### config.mk
export PLATFORM = sky130hd
export DESIGN_NAME = uaux_channel
export DESIGN_NICKNAME = d
export VERILOG_FILES = /design/src/verilog/uaux_pkg.sv /design/src/verilog/uaux_ir_if.sv /design/src/verilog/uaux_channel.sv /design/src/verilog/uaux_char_match.sv /design/src/verilog/uaux_ir_codec.sv
export SDC_FILE = /design/constraint.sdc
export NUM_CORES = 1
export LEC_CHECK = 0
export BUFFER_PORTS_ARGS = -buffer_cell sky130_fd_sc_hd__buf_2
export CAP_MARGIN = 15
export CORE_MARGIN = 3
export CORE_UTILIZATION = 55
export DETAILED_ROUTE_END_ITERATION = 10
export MAX_ROUTING_LAYER = met4
export PLACE_DENSITY = 0.81
export SETUP_SLACK_MARGIN = 0.4
export SYNTH_ARGS = -nofsm -noshare
export SYNTH_HDL_FRONTEND = slang
export SYNTH_SLANG_ARGS = --single-unit
### constraint.sdc
create_clock -name core_clk_i -period 4.99 [get_ports core_clk_i]
set_input_delay 0.7485 -clock core_clk_i [delete_from_list [all_inputs] [get_ports core_clk_i]]
set_output_delay 0.7485 -clock core_clk_i [all_outputs]
set_load 0.01 [all_outputs]
### src/verilog/uaux_pkg.sv
// Constants shared by the auxiliary logic of one serial channel.
// Assumes a 50 MHz core clock and a 16x bit tick from the baud generator.
package uaux_pkg;

  // ==========================================================================
  // Register offsets
  localparam logic [2:0] OFS_DATA   = 3'h0;  // rx_holding, tx_holding, divisor_low
  localparam logic [2:0] OFS_IER    = 3'h1;  // interrupt_enable, divisor_high
  localparam logic [2:0] OFS_ISR    = 3'h2;  // interrupt_status, fifo_control, fraction, efr
  localparam logic [2:0] OFS_LCR    = 3'h3;
  localparam logic [2:0] OFS_MCR    = 3'h4;  // modem_control, resume_char_1
  localparam logic [2:0] OFS_LSR    = 3'h5;  // line_status, resume_char_2
  localparam logic [2:0] OFS_MSR    = 3'h6;  // modem_status, pause_char_1
  localparam logic [2:0] OFS_SPR    = 3'h7;  // scratch_pad, pause_char_2

  // ==========================================================================
  // Field positions and key values
  localparam logic [7:0] LCR_ENH_KEY   = 8'hbf;
  localparam int         LCR_DIV_BIT   = 7;
  localparam int         EFR_SPEC_BIT  = 5;
  localparam int         IER_SLEEP_BIT = 4;
  localparam int         IER_PAUSE_BIT = 5;
  localparam int         IER_MODEM_BIT = 3;
  localparam int         MCR_LOOP_BIT  = 4;
  localparam int         MCR_IR_BIT    = 6;
  localparam int         ISR_SPEC_BIT  = 4;
  localparam int         LSR_TEMT_BIT  = 6;

  // ==========================================================================
  // Reset values and counts
  localparam logic [7:0] REG_RST       = 8'h00;
  localparam logic [1:0] IR_PULSE_TICK = 2'h3;   // 3/16 of a bit.
  localparam logic [4:0] IR_BIT_TICK   = 5'h10;  // 16 ticks per bit.
  localparam int         PAUSE_CHARS   = 2;

  typedef enum logic [1:0] {
    UAUX_PS_IDLE = 2'b00,
    UAUX_PS_WAIT = 2'b01,
    UAUX_PS_SENT = 2'b11
  } uaux_pause_e;

  // Mask of the compared bits for the word length code in line_control[1:0].
  function automatic logic [7:0] uaux_len_mask(input logic [1:0] wl);
    uaux_len_mask = 8'hff >> (2'h3 - wl);
  endfunction

  // Bits in one character frame: start, data, parity, stop.
  function automatic logic [3:0] uaux_frame_bits(input logic [7:0] line_control);
    uaux_frame_bits = 4'h7 + {2'h0, line_control[1:0]} + {3'h0, line_control[3]} + {3'h0, line_control[2]};
  endfunction

endpackage
### src/verilog/uaux_ir_if.sv
// Signals between the channel core and its infrared encoder and decoder.
// Assumes both ends sit in the same clock domain.
`timescale 1ns/10ps
`default_nettype none
interface uaux_ir_if;
  logic tick16;     // 16x bit tick.
  logic bit_start;  // First tick of each transmitted bit.
  logic ir_en;      // Infrared mode enabled.
  logic tx_bit;     // Transmit shift register output.
  logic ir_tx;      // Encoded pulse to the pin.
  logic ir_rx;      // Raw pulse from the pin.
  logic rx_bit;     // Decoded serial bit.
  modport core  (output tick16, bit_start, ir_en, tx_bit, ir_rx, input ir_tx, rx_bit);
  modport codec (input tick16, bit_start, ir_en, tx_bit, ir_rx, output ir_tx, rx_bit);
endinterface
`default_nettype wire

### src/verilog/uaux_channel.sv
// Auxiliary logic of one channel of a multi-channel serial controller.
// Assumes the receiver, transmitter, FIFOs and baud generator sit outside,
// and that other channels report their readiness for sleep.
`timescale 1ns/10ps
`default_nettype none
// How it works
// RULE1: With special-character enable set, each received character is compared to pause_char_2.
// RULE2: A match still stores the character and sets interrupt status bit 4.
// RULE3: Compared bits equal the word length set by line control bits 0-1.
// RULE4: Stored character bit 0 is compared with the received character's LSB.
// RULE5: Infrared encoder sends a 3/16-bit high pulse for each zero bit.
// RULE6: Infrared codec works only while modem control bit 6 is one.
// RULE7: In infrared mode transmit idles low and receive treats low as idle.
// RULE8: Sleep needs no pending interrupt and sleep enable set on every channel.
// RULE9: Sleep also needs clear modem change flags and receive inputs idling high.
// RULE10: While asleep the oscillator is halted.
// RULE11: Wake on receive start bit, transmit holding write, or modem input change.
// RULE12: Return to sleep once serviced; never sleep with an interrupt pending.
// RULE13: Host reads modem status to clear modem change flags before sleeping again.
// RULE14: Sleep stays enabled until the host clears interrupt enable bit 4.
// RULE15: Loopback is on while modem control bit 4 is one.
// RULE16: In loopback the transmit shift output feeds the receive input.
// RULE17: In loopback transmit pin is high, modem outputs off, modem inputs ignored.
// RULE18: Outside party keeps receive input high during loopback to avoid false break.
// RULE19: Offset 0 reads receive holding, writes transmit holding while line control bit 7 is zero.
// RULE20: With bit 7 set and not 0xBF, offsets 0-2 reach the divisor registers.
// RULE21: With 0xBF, offset 2 is enhanced_feature and offsets 4-7 the flow characters.
// RULE22: Receive trigger with software flow control sends pause after two character times.
// RULE23: Special-character flag drives the interrupt only with interrupt enable bit 5.
// RULE24: Infrared decoder turns a pulse in the bit into zero, no pulse into one.
module uaux_channel
  import uaux_pkg::*;
(
  input  wire logic       core_clk_i,
  input  wire logic       reset_n_i,
  // Host register port.
  input  wire logic       chan_sel_i,
  input  wire logic [2:0] reg_addr_i,
  input  wire logic       reg_rd_i,
  input  wire logic       reg_wr_i,
  input  wire logic [7:0] reg_wdata_i,
  output logic [7:0]      reg_rdata_o,
  // Rest of the channel.
  input  wire logic [7:0] rx_holding_i,
  input  wire logic [7:0] line_status_i,
  input  wire logic [3:0] core_isr_i,
  output logic            rx_holding_rd_o,
  output logic            tx_holding_ld_o,
  output logic [7:0]      tx_holding_data_o,
  input  wire logic       rx_char_valid_i,
  input  wire logic [7:0] rx_char_i,
  output logic            rx_fifo_push_o,
  output logic [7:0]      rx_fifo_data_o,
  input  wire logic       rx_trigger_i,
  output logic            pause_send_o,
  input  wire logic       tick16_i,
  input  wire logic       tx_bit_start_i,
  input  wire logic       tx_shift_bit_i,
  output logic            rx_serial_o,
  // Line pins.
  input  wire logic       rx_pin_i,
  output logic            tx_pin_o,
  input  wire logic       cts_n_i,
  input  wire logic       dsr_n_i,
  input  wire logic       carrier_detect_in_n_i,
  input  wire logic       ring_indicator_in_n_i,
  output logic            rts_n_o,
  output logic            dtr_n_o,
  // Interrupt and sleep.
  output logic            intr_o,
  output logic            sleep_ok_o,
  input  wire logic       others_sleep_ok_i,
  output logic            osc_run_o
);

  typedef struct packed {
    logic [7:0]  line_control;
    logic [7:0]  interrupt_enable;
    logic [7:0]  modem_control;
    logic [7:0]  enhanced_feature;
    logic [7:0]  fifo_control;
    logic [7:0]  dll;
    logic [7:0]  divisor_high;
    logic [7:0]  divisor_fraction;
    logic [7:0]  scratch_pad;
    logic [7:0]  xon1;
    logic [7:0]  xon2;
    logic [7:0]  xoff1;
    logic [7:0]  xoff2;
    logic        spec_flag;
    logic [3:0]  msr_delta;
    logic [3:0]  modem_prev;
    logic        asleep;
    uaux_pause_e pause_st;
    logic [8:0]  pause_cnt;
    logic        pause_send;
    logic [7:0]  rdata;
    logic        rhr_rd;
    logic        thr_ld;
    logic [7:0]  thr_data;
    logic        push;
    logic [7:0]  push_data;
  } uaux_chan_s;

  uaux_chan_s st_r;
  uaux_chan_s st_nxt;

  uaux_ir_if ir_bus ();
  logic       spec_match;
  logic       loop_on;
  logic       enh_bank;
  logic       div_bank;
  logic       rd_hit;
  logic       wr_hit;
  logic [3:0] modem_now;
  logic       modem_int;
  logic       pending;
  logic       wake;
  logic [7:0] isr_val;

  // ==========================================================================
  // Submodules.
  uaux_ir_codec u_ir (
    .core_clk_i (core_clk_i),
    .reset_n_i  (reset_n_i),
    .ir         (ir_bus.codec)
  );

  uaux_char_match #(.W(8)) u_spec (
    .rx_char_i  (rx_char_i),
    .stored_i   (st_r.xoff2),
    .word_len_i (st_r.line_control[1:0]),
    .match_o    (spec_match)
  );

  // ==========================================================================
  // Bank selection and mode decode.
  assign enh_bank = (st_r.line_control == LCR_ENH_KEY);  // RULE21
  assign div_bank = st_r.line_control[LCR_DIV_BIT] && !enh_bank;  // RULE20
  assign rd_hit   = chan_sel_i && reg_rd_i;
  assign wr_hit   = chan_sel_i && reg_wr_i;
  assign loop_on  = st_r.modem_control[MCR_LOOP_BIT];  // RULE15

  // Modem status in asserted polarity: cd, ri, dsr, cts. Loopback feeds
  // the modem control outputs back and ignores the pins.
  assign modem_now = loop_on ? {st_r.modem_control[3], st_r.modem_control[2], st_r.modem_control[0], st_r.modem_control[1]}  // RULE17
                             : {~carrier_detect_in_n_i, ~ring_indicator_in_n_i,
                                ~dsr_n_i, ~cts_n_i};

  // Interrupts that this block adds to the rest of the channel.
  assign modem_int = (st_r.msr_delta != 4'h0) && st_r.interrupt_enable[IER_MODEM_BIT];
  assign pending   = !core_isr_i[0] || modem_int
                     || (st_r.spec_flag && st_r.interrupt_enable[IER_PAUSE_BIT]);  // RULE23
  assign isr_val   = {st_r.fifo_control[0], st_r.fifo_control[0], 1'b0, st_r.spec_flag,
                      modem_int && core_isr_i[0] ? 3'h0 : core_isr_i[3:1], ~pending};

  // A start bit, a transmit load or a modem edge restarts the oscillator.
  assign wake = !rx_pin_i  // RULE11
                || (wr_hit && reg_addr_i == OFS_DATA && !st_r.line_control[LCR_DIV_BIT])
                || (modem_now != st_r.modem_prev);

  // Own readiness for sleep; the device sleeps only when all channels agree.
  assign sleep_ok_o = st_r.interrupt_enable[IER_SLEEP_BIT] && !pending  // RULE8
                      && st_r.msr_delta == 4'h0 && rx_pin_i  // RULE9
                      && line_status_i[LSR_TEMT_BIT];

  // ==========================================================================
  // Next state.
  always_comb begin
    st_nxt            = st_r;
    st_nxt.rhr_rd     = 1'b0;
    st_nxt.thr_ld     = 1'b0;
    st_nxt.push       = 1'b0;
    st_nxt.pause_send = 1'b0;
    st_nxt.modem_prev = modem_now;

    // Register writes.
    if (wr_hit) begin
      unique case (reg_addr_i)
        OFS_DATA: begin
          if (st_r.line_control[LCR_DIV_BIT]) begin
            st_nxt.dll = reg_wdata_i;  // RULE20
          end else begin
            st_nxt.thr_ld   = 1'b1;  // RULE19
            st_nxt.thr_data = reg_wdata_i;
          end
        end
        OFS_IER: begin
          if (st_r.line_control[LCR_DIV_BIT]) begin
            st_nxt.divisor_high = reg_wdata_i;
          end else begin
            st_nxt.interrupt_enable = reg_wdata_i;
          end
        end
        OFS_ISR: begin
          if (enh_bank) begin
            st_nxt.enhanced_feature = reg_wdata_i;  // RULE21
          end else if (div_bank) begin
            st_nxt.divisor_fraction = reg_wdata_i;
          end else begin
            st_nxt.fifo_control = reg_wdata_i;
          end
        end
        OFS_LCR: st_nxt.line_control = reg_wdata_i;
        OFS_MCR: begin
          if (enh_bank) begin
            st_nxt.xon1 = reg_wdata_i;
          end else begin
            st_nxt.modem_control = reg_wdata_i;
          end
        end
        OFS_LSR: begin
          if (enh_bank) begin
            st_nxt.xon2 = reg_wdata_i;
          end
        end
        OFS_MSR: begin
          if (enh_bank) begin
            st_nxt.xoff1 = reg_wdata_i;
          end
        end
        OFS_SPR: begin
          if (enh_bank) begin
            st_nxt.xoff2 = reg_wdata_i;
          end else begin
            st_nxt.scratch_pad = reg_wdata_i;
          end
        end
      endcase
    end

    // Register reads, with their side effects.
    if (rd_hit) begin
      unique case (reg_addr_i)
        OFS_DATA: begin
          st_nxt.rdata  = st_r.line_control[LCR_DIV_BIT] ? st_r.dll : rx_holding_i;
          st_nxt.rhr_rd = !st_r.line_control[LCR_DIV_BIT];  // RULE19
        end
        OFS_IER: st_nxt.rdata = st_r.line_control[LCR_DIV_BIT] ? st_r.divisor_high : st_r.interrupt_enable;
        OFS_ISR: begin
          st_nxt.rdata = enh_bank ? st_r.enhanced_feature : (div_bank ? st_r.divisor_fraction : isr_val);
          if (!st_r.line_control[LCR_DIV_BIT]) begin
            st_nxt.spec_flag = 1'b0;
          end
        end
        OFS_LCR: st_nxt.rdata = st_r.line_control;
        OFS_MCR: st_nxt.rdata = enh_bank ? st_r.xon1 : st_r.modem_control;
        OFS_LSR: st_nxt.rdata = enh_bank ? st_r.xon2 : line_status_i;
        OFS_MSR: begin
          st_nxt.rdata = enh_bank ? st_r.xoff1 : {modem_now, st_r.msr_delta};
          if (!enh_bank) begin
            st_nxt.msr_delta = 4'h0;  // RULE13
          end
        end
        OFS_SPR: st_nxt.rdata = enh_bank ? st_r.xoff2 : st_r.scratch_pad;
      endcase
    end

    // Modem change flags; a change in the clearing cycle still sets them.
    st_nxt.msr_delta = st_nxt.msr_delta | (modem_now ^ st_r.modem_prev);

    // Every received character is stored, matched or not.
    if (rx_char_valid_i) begin
      st_nxt.push      = 1'b1;  // RULE2
      st_nxt.push_data = rx_char_i;
      if (st_r.enhanced_feature[EFR_SPEC_BIT] && spec_match) begin  // RULE1
        st_nxt.spec_flag = 1'b1;  // RULE2
      end
    end

    // Sleep control; clearing the sleep enable wakes the device for good.
    if (wake || !st_r.interrupt_enable[IER_SLEEP_BIT]) begin
      st_nxt.asleep = 1'b0;  // RULE14
    end else if (sleep_ok_o && others_sleep_ok_i) begin
      st_nxt.asleep = 1'b1;  // RULE12
    end

    // Pause character after two character times above the trigger.
    unique case (st_r.pause_st)
      UAUX_PS_IDLE: begin
        if (rx_trigger_i && st_r.enhanced_feature[3:2] != 2'h0) begin
          st_nxt.pause_st  = UAUX_PS_WAIT;
          st_nxt.pause_cnt = 9'(PAUSE_CHARS * 16 * uaux_frame_bits(st_r.line_control));  // RULE22
        end
      end
      UAUX_PS_WAIT: begin
        if (!rx_trigger_i) begin
          st_nxt.pause_st = UAUX_PS_IDLE;
        end else if (st_r.pause_cnt == 9'h0) begin
          st_nxt.pause_send = 1'b1;  // RULE22
          st_nxt.pause_st   = UAUX_PS_SENT;
        end else if (tick16_i) begin
          st_nxt.pause_cnt = st_r.pause_cnt - 9'h1;
        end
      end
      UAUX_PS_SENT: begin
        if (!rx_trigger_i) begin
          st_nxt.pause_st = UAUX_PS_IDLE;
        end
      end
      default: st_nxt.pause_st = UAUX_PS_IDLE;
    endcase
  end

  always_ff @(posedge core_clk_i or negedge reset_n_i) begin
    if (!reset_n_i) begin
      st_r          <= '0;
      st_r.pause_st <= UAUX_PS_IDLE;
      st_r.line_control      <= REG_RST;
      st_r.xoff2    <= REG_RST;
    end else begin
      st_r <= st_nxt;
    end
  end

  // ==========================================================================
  // Line path. The infrared codec sits between shift registers and pins.
  assign ir_bus.tick16    = tick16_i;
  assign ir_bus.bit_start = tx_bit_start_i;
  assign ir_bus.ir_en     = st_r.modem_control[MCR_IR_BIT];  // RULE6
  assign ir_bus.tx_bit    = tx_shift_bit_i;
  assign ir_bus.ir_rx     = rx_pin_i;

  // Loopback holds the pin high, idle to a wired far end but lit to an infrared one.
  assign tx_pin_o    = loop_on ? 1'b1 : (ir_bus.ir_en ? ir_bus.ir_tx : tx_shift_bit_i);  // RULE17
  assign rx_serial_o = loop_on ? tx_shift_bit_i  // RULE16
                               : (ir_bus.ir_en ? ir_bus.rx_bit : rx_pin_i);  // RULE7
  assign rts_n_o     = loop_on || !st_r.modem_control[1];  // RULE17
  assign dtr_n_o     = loop_on || !st_r.modem_control[0];

  // The oscillator restarts in the same cycle as a wake event.
  assign osc_run_o         = !st_r.asleep || wake;  // RULE10
  assign intr_o            = pending;  // RULE23
  assign reg_rdata_o       = st_r.rdata;
  assign rx_holding_rd_o   = st_r.rhr_rd;
  assign tx_holding_ld_o   = st_r.thr_ld;
  assign tx_holding_data_o = st_r.thr_data;
  assign rx_fifo_push_o    = st_r.push;
  assign rx_fifo_data_o    = st_r.push_data;
  assign pause_send_o      = st_r.pause_send;
endmodule
`default_nettype wire

### src/verilog/uaux_char_match.sv
// Compares a received character with a stored one over the word length.
// Assumes the character and the stored value are both aligned at bit 0.
`timescale 1ns/10ps
`default_nettype none
module uaux_char_match
  import uaux_pkg::*;
#(
  parameter int W = 8
)
(
  input  wire logic [W-1:0] rx_char_i,
  input  wire logic [W-1:0] stored_i,
  input  wire logic [1:0]   word_len_i,
  output logic              match_o
);

  // ==========================================================================
  // Bits above the word length are ignored; bit 0 meets bit 0.
  logic [W-1:0] mask;
  assign mask    = W'(uaux_len_mask(word_len_i));  // RULE3
  assign match_o = ((rx_char_i ^ stored_i) & mask) == '0;  // RULE4
endmodule
`default_nettype wire

### src/verilog/uaux_ir_codec.sv
// Infrared pulse encoder and decoder of one channel.
// Assumes tick16 pulses sixteen times per bit period.
`timescale 1ns/10ps
`default_nettype none
module uaux_ir_codec
  import uaux_pkg::*;
(
  input  wire logic core_clk_i,
  input  wire logic reset_n_i,
  uaux_ir_if.codec  ir
);

  typedef struct packed {
    logic [1:0] enc_cnt;
    logic [4:0] dec_cnt;
  } uaux_ir_s;

  uaux_ir_s st_r;
  uaux_ir_s st_nxt;

  // ==========================================================================
  // Encoder and decoder counters.
  always_comb begin
    st_nxt = st_r;
    if (!ir.ir_en) begin
      st_nxt = '0;  // RULE6
    end else begin
      if (ir.bit_start && !ir.tx_bit) begin
        st_nxt.enc_cnt = IR_PULSE_TICK;  // RULE5
      end else if (ir.tick16 && st_r.enc_cnt != 2'h0) begin
        st_nxt.enc_cnt = st_r.enc_cnt - 2'h1;
      end
      // A pulse anywhere in the bit reads as a zero for a full bit period.
      if (ir.ir_rx) begin
        st_nxt.dec_cnt = IR_BIT_TICK;  // RULE24
      end else if (ir.tick16 && st_r.dec_cnt != 5'h0) begin
        st_nxt.dec_cnt = st_r.dec_cnt - 5'h1;
      end
    end
  end

  always_ff @(posedge core_clk_i or negedge reset_n_i) begin
    if (!reset_n_i) begin
      st_r <= '0;
    end else begin
      st_r <= st_nxt;
    end
  end

  // Pulse high only while counting, so the line idles low.
  assign ir.ir_tx  = (st_r.enc_cnt != 2'h0);  // RULE7
  assign ir.rx_bit = (st_r.dec_cnt == 5'h0);  // RULE24
endmodule
`default_nettype wire

==> flow_metrics.tcl <==
set metrics [dict create \
    status "complete, no violations" \
    final_cell_mix "dfrtp_1 (153), mux2_2 (103), buf_2 (88), nand2_1 (77), mux2i_1 (37)" \
    cts_tree "done" \
    start_kind "input port" \
    wl_per_cell_um 20.88 \
    max_freq_mhz 271.3 \
    fp.coreArea_mm2 0.01393 \
    final_nets 831 \
    wl_mm 20.07 \
    post_synth.cell_area_avg_um2 10.85 \
    synth.yosys.seq_area_share_pct 48.67 \
    whs_ns 0.4615 \
    cp_top_family "simple AND/OR/NAND/NOR gates" \
    firstDrtPassIters 6 \
    area_growth_pct 11.40 \
    syn_inst 725 \
    setup_violations 0 \
    synthArstFlopShare_pct 100.0 \
    grt_pass1_wl_mm 32.51 \
    hold_viol 0 \
    fill_cells 1102 \
    relSlewSlack_pct 30.86 \
    antenna_found_initial 0 \
    path_clk_slew_ns 0.05 \
    critPathSlowestCell "nor2_1" \
    rsz0062_at_grt "false" \
    drtIter0Drc 588 \
    finalSetupTns_ns 0 \
    syn_area_mm2 0.007866 \
    die_area_mm2 0.01577 \
    leakage_nw 4.125 \
    period_minus_slack_ns 3.686 \
    drc 0 \
    synth_fp_nets 787 \
    cts_buffers 17 \
    fin_skew_ns 0.006096 \
    cts_sinks 153 \
    p_total_mw 3.493 \
    hold_path_class "input port to asynchronous set/reset pin" \
    fin_util_pct 62.89 \
    worstPathArrival_ns 2.94 \
    drive_gt1_share_pct 30.86 \
    gr-total-overflow 0 \
    netlist-cell-type-count 59 \
    boundaryPins 90 \
    fin_ws_ns 1.304 \
    dpl.hpwl_mm 14.11 \
    ff2ff_path_depth 6 \
    pre_cts_slack_ns 1.335 \
    cts_buffer_depth 2 \
    die_h_um 125.6 \
    vias 5908 \
    drv_cap 0 \
    end_kind "output pin" \
    yosys_warnings 0 \
    slew_violations 0 \
    ff2ff_setup_slack_ns 2.11 \
    rows 43 \
    htreeDepth 4 \
    grt_max_degree 113 \
    vias_per_cell 6.148 \
    critPathMostFrequentCell "buf_2" \
    crit_buf_inv 2 \
    synth-edff-count 0 \
    rr_startpoint "st_r[146]" \
    clock-root-buffer "clkbuf_16" \
    ant_nets 0 \
    worst_pin_slew_ns 1.037 \
    start_util_pct 56.45 \
    io_buffers 89 \
    first_global_vias 6097 \
    slowest_delay_ns 0.71 \
    gp_congestion 0.9311 \
    hold_buffers 0 \
    worstSetupPathType "input port to output pin" \
    ys_seq_elements 153 \
    critical_path_required_ns 4.24 \
    finalCritPeriodShare_pct 73.87 \
    powerDensity_mw_per_mm2 398.6 \
    synthFlopType "dfrtp_1" \
    r2r_end "reg_rdata_o[6]" \
    ir_drop_mv 0.2127 \
    grtUsageTotal_pct 27.11 \
    crit_chain "buf_2, nor2_1, nand3_1, and4_1, nand4_1, buf_2" \
    antenna_cells 0 \
    clkLatencyLatePin_ns 0.42 \
    cts_setup_buffers 0 \
    die_w_um 125.6 \
    layout_commonest_cell "dfrtp_1" \
    cts_resized 0 \
    critPathMaxFanout 39 \
]
[synth_stat cells, types with 2 or more instances]
| cell | instances | area (um2) |
|---|---|---|
| a211oi_1 | 3 | 22.52 |
| a21boi_0 | 2 | 15.01 |
| a21o_1 | 8 | 60.06 |
| a21oi_1 | 29 | 145.1 |
| a221oi_1 | 8 | 70.07 |
| a31oi_1 | 18 | 112.6 |
| and2_1 | 3 | 18.77 |
| buf_1 | 4 | 15.01 |
| buf_2 | 6 | 30.03 |
| buf_4 | 25 | 187.7 |
| clkbuf_1 | 31 | 116.4 |
| dfrtp_1 | 153 | 3829 |
| ha_1 | 6 | 75.07 |
| inv_1 | 23 | 86.33 |
| mux2_2 | 103 | 1160 |
| mux2_4 | 8 | 120.1 |
| mux2i_1 | 37 | 370.4 |
| nand2_1 | 77 | 289.0 |
| nand2b_1 | 9 | 56.30 |
| nand3_1 | 22 | 110.1 |
| nand3b_1 | 2 | 15.01 |
| nand4_1 | 5 | 31.28 |
| nor2_1 | 29 | 108.9 |
| nor2_2 | 3 | 18.77 |
| nor2b_1 | 7 | 43.79 |
| nor3_1 | 8 | 40.04 |
| nor4_1 | 2 | 12.51 |
| o211ai_1 | 6 | 45.04 |
| o21ai_0 | 23 | 115.1 |
| o22ai_1 | 3 | 18.77 |
| o2bb2ai_1 | 3 | 26.28 |
| o31a_1 | 2 | 17.52 |
| o31ai_1 | 5 | 37.54 |
| or2_2 | 2 | 12.51 |
| or3_1 | 10 | 62.56 |
| xnor2_1 | 13 | 113.9 |
| xor2_1 | 5 | 43.79 |
[how the worst max path moves through the flow]
stage / start / to / slack [ns] / cells after the start
after CTS: reg_addr_i[0] / osc_run_o / 1.33 / 6
after floorplan: reg_addr_i[2] / osc_run_o / 2.50 / 5
after global routing: reg_addr_i[0] / osc_run_o / 1.14 / 6
after detailed placement: reg_addr_i[0] / osc_run_o / 1.33 / 6
after global placement: reg_addr_i[0] / osc_run_o / 1.41 / 6
final: reg_addr_i[0] / osc_run_o / 1.30 / 6
[stage by stage]
| step | instance area [um2] | std cells |
|---|---|---|
| after floorplan | 7866 | 725 |
| after global placement | 8205 | 930 |
| after detailed placement | 8205 | 930 |
| after CTS | 8763 | 961 |
| after global routing | 8763 | 961 |
| final | 8763 | 961 |
[layer usage]
layer / routed length (um) / up-vias / track usage (%) / part of all wire (%)
li1: - / 2637 / - / -
met3: 1390 / 61 / 4.998 / 6.9
met2: 9708 / 266 / 42.26 / 48
met5: 0 / - / - / 0
met1: 8168 / 2944 / 34.38 / 41
met4: 799 / 0 / 12.95 / 4.0
[layout make-up]
type / count / area, um2 / area share, %
repair buffers: 92 / 474.2 / 5.411
flip-flops and latches: 153 / 3829 / 43.69
clock inverters: 8 / 70.07 / 0.7995
inverters: 24 / 90.09 / 1.028
well taps: 180 / 225.2 / 2.570
multi-input cells: 481 / 3587 / 40.93
clock buffers: 23 / 488.0 / 5.568
[state kept, by name (all words and copies together), names as in the netlist]
signal	count
ir_bus.ir_en	1
isr_val	2
loop_on	1
pause_send_o	1
reg_rdata_o	8
rx_fifo_data_o	8
rx_fifo_push_o	1
rx_holding_rd_o	1
st_r	114
tx_holding_data_o	8
tx_holding_ld_o	1
u_ir.st_r	7
[logic make-up (layout without fill, tap and decap cells)]
group | after synthesis | count (layout) | share of synthesized area, %
xor+xnor | 18 | 18 | 2.004
simple gates | 191 | 191 | 11.93
buf+inv | 91 | 147 | 5.726
fa+ha+maj | 7 | 7 | 1.209
flops | 153 | 153 | 48.67
compound gates | 117 | 117 | 9.480
mux | 148 | 148 | 20.98
[power breakdown]
part	total [mW]	internal (mW)	switching, mW
sequential	1.57	1.42	0.152
clock	1.22	0.731	0.493
combinational	0.698	0.318	0.380
total	3.49	2.47	1.03
(Power assumes the default switching activity.)
